`src/adc_status_pkg.sv`:
```
package adc_status_pkg;

    // register offsets on the device register port
    localparam logic [7:0]  STATUS_OFFSET   = 8'h21;
    localparam logic [7:0]  CTRL_ONE_OFFSET = 8'h22;
    localparam logic [7:0]  CTRL_TWO_OFFSET = 8'h23;
    localparam logic [7:0]  RESULT_OFFSET   = 8'h24;

    // field positions in the status word
    localparam int REF_PRESENT_BIT = 14;
    localparam int DIG_OVER_BIT    = 9;
    localparam int ANA_OVER_BIT    = 8;
    localparam int RATE_LSB        = 4;
    localparam int PD_STATE_LSB    = 2;
    localparam int MOD_ACTIVE_BIT  = 1;
    localparam int READY_BIT       = 0;

    // field positions in the control words
    localparam int PD_TYPE_BIT     = 20;
    localparam int NO_LATENCY_BIT  = 17;
    localparam int REPEAT_NL_BIT   = 16;
    localparam int EXT_CLOCK_BIT   = 23;
    localparam int SYNC_ENABLE_BIT = 21;
    localparam int GAIN_BYP_BIT    = 19;
    localparam int OFFSET_BYP_BIT  = 18;

    // writable bits; everything else is reserved and reads zero
    localparam logic [23:0] CTRL_ONE_MASK  = 24'h130000;
    localparam logic [23:0] CTRL_TWO_MASK  = 24'hAC0000;

    // values after reset
    localparam logic [23:0] CTRL_ONE_RESET = 24'h020000;
    localparam logic [23:0] CTRL_TWO_RESET = 24'h000000;
    localparam logic [23:0] RESULT_RESET   = 24'h000000;
    localparam logic [3:0]  RATE_RESET     = 4'h0;

    // power-down state codes
    localparam logic [1:0]  PD_CONVERTING  = 2'h0;
    localparam logic [1:0]  PD_STANDBY     = 2'h2;
    localparam logic [1:0]  PD_IN_RESET    = 2'h3;

    // reference detect threshold in millivolts
    localparam logic [11:0] REF_THRESH_MV  = 12'h15E;

    // calibration values forced by the bypass bits
    localparam logic [23:0] GAIN_UNITY     = 24'h800000;
    localparam logic [23:0] OFFSET_ZERO    = 24'h000000;

    // two's complement result limits
    localparam logic [23:0] RESULT_MAX     = 24'h7FFFFF;
    localparam logic [23:0] RESULT_MIN     = 24'h800000;

endpackage

```
`src/sample_capture.sv`:
```
`timescale 1ns/100ps
module sample_capture
    import adc_status_pkg::*;
#(
    parameter int RAW_W = 26
) (
    input  wire logic                    clk,
    input  wire logic                    rstn,
    input  wire logic                    sample_valid,
    input  wire logic signed [RAW_W-1:0] sample_raw,
    input  wire logic [3:0]              sample_rate,
    input  wire logic                    analog_over,
    output logic [23:0]                  result_ff,
    output logic [3:0]                   rate_ff,
    output logic                         dig_over_ff,
    output logic                         ana_over_ff
);

    logic signed [RAW_W-1:0] max_ext;
    logic signed [RAW_W-1:0] min_ext;
    logic                    too_high;
    logic                    too_low;
    logic [23:0]             nxt_result;
    logic [3:0]              nxt_rate;
    logic                    nxt_dig_over;
    logic                    nxt_ana_over;

    // clamp compare against sign-extended limits
    assign max_ext  = RAW_W'(signed'(RESULT_MAX));
    assign min_ext  = RAW_W'(signed'(RESULT_MIN));
    assign too_high = sample_raw > max_ext;
    assign too_low  = sample_raw < min_ext;

    // result, rate tag and overrange flags move only with a new sample
    always_comb begin
        nxt_result   = result_ff;
        nxt_rate     = rate_ff;
        nxt_dig_over = dig_over_ff;
        nxt_ana_over = ana_over_ff;
        if (sample_valid) begin // RQ3
            nxt_rate     = sample_rate; // RQ5
            nxt_ana_over = analog_over; // RQ4
            nxt_dig_over = too_high | too_low; // RQ2
            if (too_high) begin
                nxt_result = RESULT_MAX; // RQ2
            end else if (too_low) begin
                nxt_result = RESULT_MIN; // RQ2
            end else begin
                nxt_result = sample_raw[23:0];
            end
        end
    end

    always_ff @(posedge clk) begin
        if (!rstn) begin
            result_ff   <= RESULT_RESET;
            rate_ff     <= RATE_RESET;
            dig_over_ff <= 1'b0;
            ana_over_ff <= 1'b0;
        end else begin
            result_ff   <= nxt_result;
            rate_ff     <= nxt_rate;
            dig_over_ff <= nxt_dig_over;
            ana_over_ff <= nxt_ana_over;
        end
    end

endmodule

```
`src/adc_channel_status_control.sv`:
```
// Contract
// RQ1: reference present flag, bit 14, set while reference exceeds 350 mV
// RQ2: out-of-range result sets digital overrange, bit 9, and clamps to min/max
// RQ3: both overrange flags change only when a new sample becomes ready
// RQ4: analog overrange flag, bit 8, marks the latest result possibly corrupted
// RQ5: status bits 7:4 carry the rate code of the held result
// RQ6: power-down field 3:2: 00 converting, 10 standby, 11 reset
// RQ7: modulator active flag, bit 1, follows the modulator converting
// RQ8: host allows up to 2 us lag of the modulator flag
// RQ9: ready flag, bit 0, set on new result, cleared by result read
// RQ10: write changing any writable control bit aborts the conversion
// RQ11: control one bit 20 picks standby (0) or reset (1) power-down
// RQ12: bit 17 picks no-latency mode; bit 16 repeats it, only then
// RQ13: control two bit 23 picks internal (0) or external (1) clock
// RQ14: control two bit 21 enables external sync when 1
// RQ15: control two bit 19 forces gain coefficient to 800000h
// RQ16: control two bit 18 forces offset coefficient to zero
`timescale 1ns/100ps
module adc_channel_status_control
    import adc_status_pkg::*;
#(
    parameter int RAW_W = 26
) (
    input  wire logic                    clk,
    input  wire logic                    rstn,
    input  wire logic [7:0]              reg_addr,
    input  wire logic                    reg_wr,
    input  wire logic                    reg_rd,
    input  wire logic [23:0]             reg_wdata,
    output logic [23:0]                  reg_rdata_ff,
    input  wire logic                    sample_valid,
    input  wire logic signed [RAW_W-1:0] sample_raw,
    input  wire logic [3:0]              sample_rate,
    input  wire logic                    analog_over,
    input  wire logic [11:0]             ref_level_mv,
    input  wire logic                    modulator_busy,
    input  wire logic                    adc_converting,
    input  wire logic [23:0]             sys_gain_coef,
    input  wire logic [23:0]             sys_offset_coef,
    output logic                         conversion_abort_ff,
    output logic                         powerdown_type_select,
    output logic                         no_latency_mode_select,
    output logic                         repeat_no_latency_select,
    output logic                         external_clock_select,
    output logic                         sync_enable_select,
    output logic                         gain_correction_bypass,
    output logic                         offset_correction_bypass,
    output logic [23:0]                  gain_coef_ff,
    output logic [23:0]                  offset_coef_ff
);

    logic [23:0] ctrl_one_ff;
    logic [23:0] ctrl_two_ff;
    logic        ready_ff;
    logic        ref_present_ff;
    logic        mod_active_ff;
    logic [1:0]  pd_state_ff;
    logic [23:0] nxt_ctrl_one;
    logic [23:0] nxt_ctrl_two;
    logic        nxt_ready;
    logic        nxt_ref_present;
    logic        nxt_mod_active;
    logic [1:0]  nxt_pd_state;
    logic        nxt_abort;
    logic [23:0] nxt_rdata;
    logic [23:0] nxt_gain_coef;
    logic [23:0] nxt_offset_coef;
    logic [23:0] result_ff;
    logic [3:0]  rate_ff;
    logic        dig_over_ff;
    logic        ana_over_ff;
    logic [23:0] status_word;
    logic        wr_one;
    logic        wr_two;
    logic        rd_result;

    // result, rate tag and overrange flags
    sample_capture #(
        .RAW_W (RAW_W)
    ) u_capture (
        .clk          (clk),
        .rstn         (rstn),
        .sample_valid (sample_valid),
        .sample_raw   (sample_raw),
        .sample_rate  (sample_rate),
        .analog_over  (analog_over),
        .result_ff    (result_ff),
        .rate_ff      (rate_ff),
        .dig_over_ff  (dig_over_ff),
        .ana_over_ff  (ana_over_ff)
    );

    assign wr_one    = reg_wr && (reg_addr == CTRL_ONE_OFFSET);
    assign wr_two    = reg_wr && (reg_addr == CTRL_TWO_OFFSET);
    assign rd_result = reg_rd && (reg_addr == RESULT_OFFSET);

    // status word assembly, reserved bits zero
    always_comb begin
        status_word                  = 24'h000000;
        status_word[REF_PRESENT_BIT] = ref_present_ff;
        status_word[DIG_OVER_BIT]    = dig_over_ff;
        status_word[ANA_OVER_BIT]    = ana_over_ff;
        status_word[RATE_LSB+:4]     = rate_ff; // RQ5
        status_word[PD_STATE_LSB+:2] = pd_state_ff;
        status_word[MOD_ACTIVE_BIT]  = mod_active_ff;
        status_word[READY_BIT]       = ready_ff;
    end

    // control bits steer the converter
    assign powerdown_type_select    = ctrl_one_ff[PD_TYPE_BIT]; // RQ11
    assign no_latency_mode_select   = ctrl_one_ff[NO_LATENCY_BIT]; // RQ12
    assign repeat_no_latency_select = ctrl_one_ff[REPEAT_NL_BIT] & ctrl_one_ff[NO_LATENCY_BIT]; // RQ12
    assign external_clock_select    = ctrl_two_ff[EXT_CLOCK_BIT]; // RQ13
    assign sync_enable_select       = ctrl_two_ff[SYNC_ENABLE_BIT]; // RQ14
    assign gain_correction_bypass   = ctrl_two_ff[GAIN_BYP_BIT];
    assign offset_correction_bypass = ctrl_two_ff[OFFSET_BYP_BIT];

    // next values of control, status and read data
    always_comb begin
        nxt_ctrl_one    = ctrl_one_ff;
        nxt_ctrl_two    = ctrl_two_ff;
        nxt_abort       = 1'b0;
        if (wr_one) begin
            nxt_ctrl_one = reg_wdata & CTRL_ONE_MASK;
            nxt_abort    = ((reg_wdata ^ ctrl_one_ff) & CTRL_ONE_MASK) != 24'h000000; // RQ10
        end
        if (wr_two) begin
            nxt_ctrl_two = reg_wdata & CTRL_TWO_MASK;
            nxt_abort    = ((reg_wdata ^ ctrl_two_ff) & CTRL_TWO_MASK) != 24'h000000; // RQ10
        end
        // new sample wins over a same-cycle read
        nxt_ready = ready_ff;
        if (rd_result) begin
            nxt_ready = 1'b0; // RQ9
        end
        if (sample_valid) begin
            nxt_ready = 1'b1; // RQ9
        end
        nxt_ref_present = ref_level_mv > REF_THRESH_MV; // RQ1
        nxt_mod_active  = modulator_busy; // RQ7
        if (adc_converting) begin
            nxt_pd_state = PD_CONVERTING; // RQ6
        end else if (ctrl_one_ff[PD_TYPE_BIT]) begin
            nxt_pd_state = PD_IN_RESET; // RQ6
        end else begin
            nxt_pd_state = PD_STANDBY; // RQ6
        end
        nxt_gain_coef   = ctrl_two_ff[GAIN_BYP_BIT] ? GAIN_UNITY : sys_gain_coef; // RQ15
        nxt_offset_coef = ctrl_two_ff[OFFSET_BYP_BIT] ? OFFSET_ZERO : sys_offset_coef; // RQ16
        nxt_rdata = 24'h000000;
        if (reg_rd) begin
            if (reg_addr == STATUS_OFFSET) begin
                nxt_rdata = status_word;
            end else if (reg_addr == CTRL_ONE_OFFSET) begin
                nxt_rdata = ctrl_one_ff;
            end else if (reg_addr == CTRL_TWO_OFFSET) begin
                nxt_rdata = ctrl_two_ff;
            end else if (reg_addr == RESULT_OFFSET) begin
                nxt_rdata = result_ff;
            end else begin
                nxt_rdata = 24'h000000;
            end
        end
    end

    always_ff @(posedge clk) begin
        if (!rstn) begin
            ctrl_one_ff         <= CTRL_ONE_RESET;
            ctrl_two_ff         <= CTRL_TWO_RESET;
            ready_ff            <= 1'b0;
            ref_present_ff      <= 1'b0;
            mod_active_ff       <= 1'b0;
            pd_state_ff         <= PD_STANDBY;
            conversion_abort_ff <= 1'b0;
            reg_rdata_ff        <= 24'h000000;
            gain_coef_ff        <= GAIN_UNITY;
            offset_coef_ff      <= OFFSET_ZERO;
        end else begin
            ctrl_one_ff         <= nxt_ctrl_one;
            ctrl_two_ff         <= nxt_ctrl_two;
            ready_ff            <= nxt_ready;
            ref_present_ff      <= nxt_ref_present;
            mod_active_ff       <= nxt_mod_active;
            pd_state_ff         <= nxt_pd_state;
            conversion_abort_ff <= nxt_abort;
            reg_rdata_ff        <= nxt_rdata;
            gain_coef_ff        <= nxt_gain_coef;
            offset_coef_ff      <= nxt_offset_coef;
        end
    end
endmodule

```
`config.mk`:
```
export PLATFORM = sky130hd
export DESIGN_NAME = adc_channel_status_control
export DESIGN_NICKNAME = d
export VERILOG_FILES = /design/src/adc_status_pkg.sv /design/src/sample_capture.sv /design/src/adc_channel_status_control.sv
export SDC_FILE = /design/constraint.sdc
export NUM_CORES = 1
export LEC_CHECK = 0
export ABC_AREA = 1
export ABC_CLOCK_PERIOD_IN_PS = 3800
export BUFFER_PORTS_ARGS = -buffer_cell sky130_fd_sc_hd__buf_4
export CAP_MARGIN = 10
export CELL_PAD_IN_SITES_DETAIL_PLACEMENT = 0
export CELL_PAD_IN_SITES_GLOBAL_PLACEMENT = 2
export CORE_MARGIN = 10
export CORE_UTILIZATION = 26
export CTS_BUF_LIST = sky130_fd_sc_hd__clkbuf_8
export DETAILED_ROUTE_END_ITERATION = 8
export PLACE_DENSITY = 0.95
export SETUP_SLACK_MARGIN = 0.2
export SYNTH_ARGS = -nofsm -noshare
export SYNTH_HDL_FRONTEND = slang
export SYNTH_SLANG_ARGS = --single-unit
```
`constraint.sdc`:
```
create_clock -name clk -period 3.8 [get_ports clk]
set_clock_uncertainty 0.1 [all_clocks]
set_input_delay 1.14 -clock clk [delete_from_list [all_inputs] [get_ports clk]]
set_output_delay 1.14 -clock clk [all_outputs]
set_load 0.01 [all_outputs]
```
## Yosys cells after proc, flatten, opt, wreduce, memory -nomap -nowiden

Cells that the tools add are included.

- Bits in registers: 115
- Input bits: 130
- Logic and storage cells: 52

- Magnitude comparators: 3
- Equal/unequal tests: 4
- Mux-type cells: 12
- Bitwise operators: 6
- Reductions and logical operators: 11

Operators by type and width:

| kind | number |
|---|---|
| two-way mux 24 bit | 5 |
| nonzero test 24 bit | 2 |
| equality test 8 x 6 -> 1 bit (second input constant) | 4 |
| greater-than comparator 26 x 24 -> 1 bit (second input constant) | 1 |
| less-than comparator 26 x 24 -> 1 bit (second input constant) | 1 |
| XOR 24 bit | 1 |
| XOR 21 bit | 1 |
| two-way mux 15 bit | 1 |
| greater-than comparator 12 x 9 -> 1 bit (second input constant) | 1 |
| OR reduction 2 bit | 3 |
| two-way mux 1 bit | 5 |
| logical AND 1 bit | 3 |
| OR reduction 3 bit | 1 |
| two-way mux 2 bit | 1 |
| inverter 1 bit | 2 |
| AND reduction 2 bit | 1 |
| nonzero test 2 bit | 1 |
| bitwise AND 1 bit | 1 |
| bitwise OR 1 bit | 1 |

## Longest topological paths before layout

- Word-level depth: 5
- Mapped depth: 9

## Hierarchy

From an unflattened synthesis, not the netlist that was laid out.

- Cell total of the unflattened synthesis: 577
- Area total of the unflattened synthesis: 4,408.0 sq um

By module, submodules not included:

| module | instances | cells each | area each (sq um) | sequential area each (sq um) |
|---|---|---|---|---|
| adc_channel_status_control | 1 | 397 | 3,037.9 | 1,701.6 |
| sample_capture | 1 | 180 | 1,370.1 | 600.6 |

## Least setup slack after synthesis

Ideal clock, no wire load.

- Kind: in2reg
- From: input port reg_addr[4]
- To: register ctrl_two_ff[18]
- Library setup time: 0.064 ns
- Arrival time: 1.890 ns
- Data required time: 3.636 ns
- Path slack: 1.746 ns
- Stages on the path: 9
- Buffers on the path: 0
- Path through: inv_1 > nand2_1 > nor2_4 > nand2_1 > nor2_2 > inv_1 > nand2_1 > inv_1 > nor2_1

- Word-level cells in the longest chain between the ends: 2

Ends and longest elaborated chain:

| what | RTL line | source |
|---|---|---|
| from (decl) | adc_channel_status_control.sv:26 | `input wire logic [7:0] reg_addr,` |
| equality test 8 x 6 -> 1 bit | adc_channel_status_control.sv:94 | `assign wr_two = reg_wr && (reg_addr == CTRL_TWO_OFFSET);` |
| logical AND 1 bit | adc_channel_status_control.sv:94 |  |
| to (signal assigned) | adc_channel_status_control.sv:180 | `ctrl_two_ff <= nxt_ctrl_two;` |
| to (decl) | adc_channel_status_control.sv:53 | `logic [23:0] ctrl_two_ff;` |

Every way passes these cells.
A chain may end at the register's enable or synchronous reset.

## Final worst setup path

- From: register ctrl_one_ff[17]
- To: output port repeat_no_latency_select

- Word-level cells in the longest chain between the ends: 1

Ends and longest elaborated chain:

| what | RTL line | source |
|---|---|---|
| from (decl) | adc_channel_status_control.sv:52 | `logic [23:0] ctrl_one_ff;` |
| from (signal assigned) | adc_channel_status_control.sv:179 | `ctrl_one_ff <= nxt_ctrl_one;` |
| bitwise AND 1 bit | adc_channel_status_control.sv:112 | `assign repeat_no_latency_select = ctrl_one_ff[REPEAT_NL_BIT] & ctrl_one_ff[NO_LATENCY_BIT];` |
| to (decl) | adc_channel_status_control.sv:43 | `output logic repeat_no_latency_select,` |

Every way passes these cells.

==> impl_metrics.prom <==
# TYPE chip_impl_metric gauge
chip_impl_info{name="status",value="finished, final reports clean"} 1
chip_impl_info{name="cp-end-kind",value="output pin"} 1
chip_impl_metric{name="slew_viol_final",unit=""} 0
chip_impl_info{name="timing.critical_path.max_delay_family",value="flip-flops"} 1
chip_impl_metric{name="synthMuxAreaShare",unit="%"} 0
chip_impl_metric{name="finalSetupViolations",unit=""} 0
chip_impl_metric{name="count_of_cells_along_the_worst_register_to_register_path",unit=""} 3
chip_impl_metric{name="combined_area_of_the_multi_input_logic_cells",unit="µm²"} 1329
chip_impl_metric{name="dp_wirelength",unit="µm"} 10650
chip_impl_metric{name="fin_total_pwr",unit="mW"} 2.613
chip_impl_metric{name="die_h",unit="µm"} 145.2
chip_impl_metric{name="power_per_cell_area",unit="nW/µm²"} 429.5
chip_impl_info{name="timing.critical_path.slowest_stage_cell",value="sky130_fd_sc_hd__dfxtp_1"} 1
chip_impl_metric{name="synth-compound-area-share",unit="%"} 9.454
chip_impl_info{name="synth_top_family_by_area",value="simple AND/OR/NAND/NOR gates"} 1
chip_impl_metric{name="regArea",unit="µm²"} 2302
chip_impl_metric{name="synth_fa_ha_area_share",unit="%"} 0
chip_impl_metric{name="post-route-drc-count",unit=""} 0
chip_impl_info{name="cts.root.buffer_cell",value="sky130_fd_sc_hd__clkbuf_8"} 1
chip_impl_metric{name="relSlewSlack",unit="%"} 42.35
chip_impl_info{name="yosys.cell_count.top_type",value="sky130_fd_sc_hd__dfxtp_1"} 1
chip_impl_metric{name="slew_at_the_pin_with_the_worst_max_slew_slack",unit="ns"} 0.8627
chip_impl_metric{name="drt-wirelength-per-cell",unit="µm"} 14.59
chip_impl_metric{name="synth_edf_count",unit=""} 0
chip_impl_metric{name="syn_avg_cell_area",unit="µm²"} 7.779
chip_impl_metric{name="core-area",unit="µm²"} 15260
chip_impl_metric{name="synth.ff_latch_count",unit=""} 115
chip_impl_metric{name="synthSimpleGateAreaFrac",unit="%"} 22.44
chip_impl_metric{name="synth_cell_type_count",unit=""} 23
chip_impl_metric{name="pin_count",unit=""} 210
chip_impl_metric{name="globalRouteTotalUtil",unit="%"} 12.89
chip_impl_metric{name="post_cts_clock_slew_at_the_launch_and_capture_registers_of_the_worst_setup_and_hold_paths",unit="ns"} 0.07
chip_impl_info{name="hp-class",value="flip-flop to flip-flop"} 1
chip_impl_metric{name="clock_latency",unit="ns"} 0.43
chip_impl_metric{name="cts.repair.resized",unit=""} 0
chip_impl_metric{name="static-leakage-power",unit="nW"} 3.002
chip_impl_metric{name="chipWidth",unit="µm"} 145.2
chip_impl_metric{name="setup_tns",unit="ns"} 0
chip_impl_metric{name="globalRouteOverflowTotal",unit=""} 0
chip_impl_metric{name="final_antenna_net_count",unit=""} 0
chip_impl_metric{name="finalCritPeriodShare",unit="%"} 62.32
chip_impl_info{name="yosysTopAreaCell",value="sky130_fd_sc_hd__dfxtp_1"} 1
chip_impl_info{name="path_class",value="flip-flop to output pin"} 1
chip_impl_metric{name="clock.fmax",unit="MHz"} 422.3
chip_impl_metric{name="layout.filler_cells",unit=""} 1636
chip_impl_metric{name="cp_data_arrival_time",unit="ns"} 1.13
chip_impl_metric{name="async_flop_share",unit="%"} 0
chip_impl_metric{name="max-clock-path-buffers",unit=""} 2
chip_impl_metric{name="post_cts.repair.setup_buffers",unit=""} 0
chip_impl_info{name="critPathLaunchType",value="flip-flop"} 1
chip_impl_info{name="capturing_element_of_the_worst_setup_path",value="repeat_no_latency_select"} 1
chip_impl_metric{name="layout-area-overhead-vs-synth",unit="%"} 49.26
chip_impl_info{name="worstReg2RegEnd",value="offset_coef_ff[0]$_SDFF_PP0_"} 1
chip_impl_metric{name="netlist.area_leader.share",unit="%"} 56.48
chip_impl_metric{name="yosysWarnings",unit=""} 0
chip_impl_metric{name="synthesized_area",unit="µm²"} 4076
chip_impl_metric{name="cpPeakStageDelay",unit="ns"} 0.45
chip_impl_metric{name="cts_buf_count",unit=""} 17
chip_impl_metric{name="clkSinkCount",unit=""} 115
chip_impl_metric{name="worst_path_required_time",unit="ns"} 2.56
chip_impl_metric{name="final_layout_size_suffix_gt1_share",unit="%"} 32.28
chip_impl_metric{name="firstDrtPassIters",unit=""} 4
chip_impl_metric{name="via_count_of_the_first_global_routing_pass",unit=""} 3867
chip_impl_metric{name="place.port_buffers",unit=""} 192
chip_impl_info{name="crit_path_start",value="ctrl_one_ff[17]$_SDFFE_PN1P_"} 1
chip_impl_metric{name="timing.final.ws_setup",unit="ns"} 1.432
chip_impl_metric{name="critical_path_cell_count",unit=""} 3
chip_impl_metric{name="antenna_found_initial",unit=""} 1
chip_impl_metric{name="vdd.ir_drop.worst",unit="µV"} 169.5
chip_impl_info{name="grt_setup_unrepaired",value="false"} 1
chip_impl_info{name="cts_tree",value="done"} 1
chip_impl_metric{name="stdcell_count",unit=""} 943
chip_impl_metric{name="setup.reg_to_reg.worst_slack",unit="ns"} 2.30
chip_impl_info{name="ys.flop_type",value="sky130_fd_sc_hd__dfxtp_1"} 1
chip_impl_metric{name="netlist_instances",unit=""} 524
chip_impl_metric{name="grt_first_pass_wirelength",unit="µm"} 21300
chip_impl_metric{name="wl",unit="µm"} 13750
chip_impl_metric{name="worstPathMaxFanout",unit=""} 5
chip_impl_metric{name="max-cap-violations",unit=""} 0
chip_impl_metric{name="ctsHtreeMaxLevel",unit=""} 4
chip_impl_metric{name="synth_xor_area_share",unit="%"} 0.6446
chip_impl_metric{name="routed_via_density",unit=""} 4.014
chip_impl_info{name="cp_cell_sequence",value="nand2_1, inv_1, buf_4"} 1
chip_impl_metric{name="place_ws",unit="ns"} 1.138
chip_impl_metric{name="finalWeightedCongestion",unit=""} 0.7809
chip_impl_metric{name="dp_cells",unit=""} 910
chip_impl_metric{name="fin_crit",unit="ns"} 2.368
chip_impl_metric{name="placementRows",unit=""} 45
chip_impl_metric{name="number_of_nets_in_the_synthesized_netlist",unit=""} 654
chip_impl_info{name="synth.cells.most_frequent",value="sky130_fd_sc_hd__dfxtp_1 (115), sky130_fd_sc_hd__nand2_1 (89), sky130_fd_sc_hd__inv_1 (87), sky130_fd_sc_hd__nor2_1 (78), sky130_fd_sc_hd__a21oi_1 (46)"} 1
chip_impl_metric{name="die-area",unit="µm²"} 21090
chip_impl_metric{name="cp.buffers_inverters",unit=""} 2
chip_impl_metric{name="synth-seq-area-share",unit="%"} 56.48
chip_impl_metric{name="floorplan.initialDensity",unit="%"} 26.72
chip_impl_info{name="ys_top_cells_by_area",value="sky130_fd_sc_hd__dfxtp_1 (56%), sky130_fd_sc_hd__nand2_1 (8.2%), sky130_fd_sc_hd__inv_1 (8.0%)"} 1
chip_impl_metric{name="cts_hold_repair.buffers",unit=""} 0
chip_impl_metric{name="iter_0_drt_violations",unit=""} 221
chip_impl_metric{name="route.vias.total",unit=""} 3785
chip_impl_metric{name="finish.net_count",unit=""} 848
chip_impl_metric{name="grt_start_max_net_pins",unit=""} 31
chip_impl_metric{name="finalHoldViolCount",unit=""} 0
chip_impl_info{name="critical_path.reg2reg.startpoint",value="ctrl_two_ff[18]$_SDFFE_PN0N_"} 1
## cell families after synthesis
| logic type | after synthesis |
|---|---|
| simple gates | 218 |
| flops | 115 |
| buf+inv | 111 |
| compound gates | 77 |
| xor+xnor | 3 |
## registers in the layout, indices dropped and copies added, names as in the netlist, 2 cells and up
signal,flops
gain_coef_ff,24
ctrl_one_ff,3
u_capture.rate_ff,4
offset_coef_ff,24
ctrl_two_ff,4
reg_rdata_ff,24
u_capture.result_ff,24
pd_state_ff,2
## routing by layer
metal	wire length (µm)	vias up	global-route usage [%]
met4	130	0	3.943
met2	6812	103	21.28
li1	-	1994	-
met5	0	-	0
met1	5784	1680	14.64
met3	1026	8	5.775
## where the power goes
part / internal, mW / switching [mW]
clock: 0.576 / 0.483
sequential: 1.26 / 0.0204
combinational: 0.144 / 0.132
## final cells by class
class | count | area share (%)
Clock inverter | 11 | 1.398
Clock buffer | 21 | 4.750
Tap cell | 211 | 4.339
Multi-Input combinational cell | 298 | 21.84
Antenna cell | 1 | 0.04113
Sequential cell | 115 | 37.84
Timing Repair Buffer | 197 | 24.31
Inverter | 89 | 5.490
## stage by stage
stage / util, % / hold slack (ns) / cell area (µm²)
after detailed placement: 37.41 / 0.3238 / 5708
after global routing: 39.86 / 0.3383 / 6082
final: 39.88 / 0.3210 / 6085
after CTS: 39.86 / 0.3290 / 6082
after floorplan: - / 0.3084 / 4076
after global placement: 37.41 / 0.3190 / 5708
## worst min path at each step
stage,startpoint,end,cells after the start
floorplan,u_capture.result_ff[15]$_SDFFE_PN0P_,reg_rdata_ff[15]$_SDFF_PP0_,2
global placement,u_capture.result_ff[15]$_SDFFE_PN0P_,reg_rdata_ff[15]$_SDFF_PP0_,2
detailed placement,u_capture.result_ff[22]$_SDFFE_PN0P_,reg_rdata_ff[22]$_SDFF_PP0_,2
CTS,u_capture.result_ff[22]$_SDFFE_PN0P_,reg_rdata_ff[22]$_SDFF_PP0_,2
global route,u_capture.result_ff[22]$_SDFFE_PN0P_,reg_rdata_ff[22]$_SDFF_PP0_,2
finish,u_capture.result_ff[22]$_SDFFE_PN0P_,reg_rdata_ff[22]$_SDFF_PP0_,2
## placed cells by master (no fill, tap or decap), drive strengths merged
cell,instances
nor3,3
xnor2,3
clkinv,8
nand3,39
inv,90
clkinvlp,1
buf,197
diode,1
clkbuf,21
o21ai,31
or2,2
nand2,90
bufinv,1
a21oi,46
nor3b,3
dfxtp,115
nor2,81
## worst register-to-register path, cell delays in order (launching register included)
cell and delay [ns]:
sky130_fd_sc_hd__dfxtp_1 0.40, sky130_fd_sc_hd__inv_1 0.09, sky130_fd_sc_hd__nand2_1 0.64, sky130_fd_sc_hd__nor2_1 0.13
Note: power is estimated with default switching activity, not from simulation.
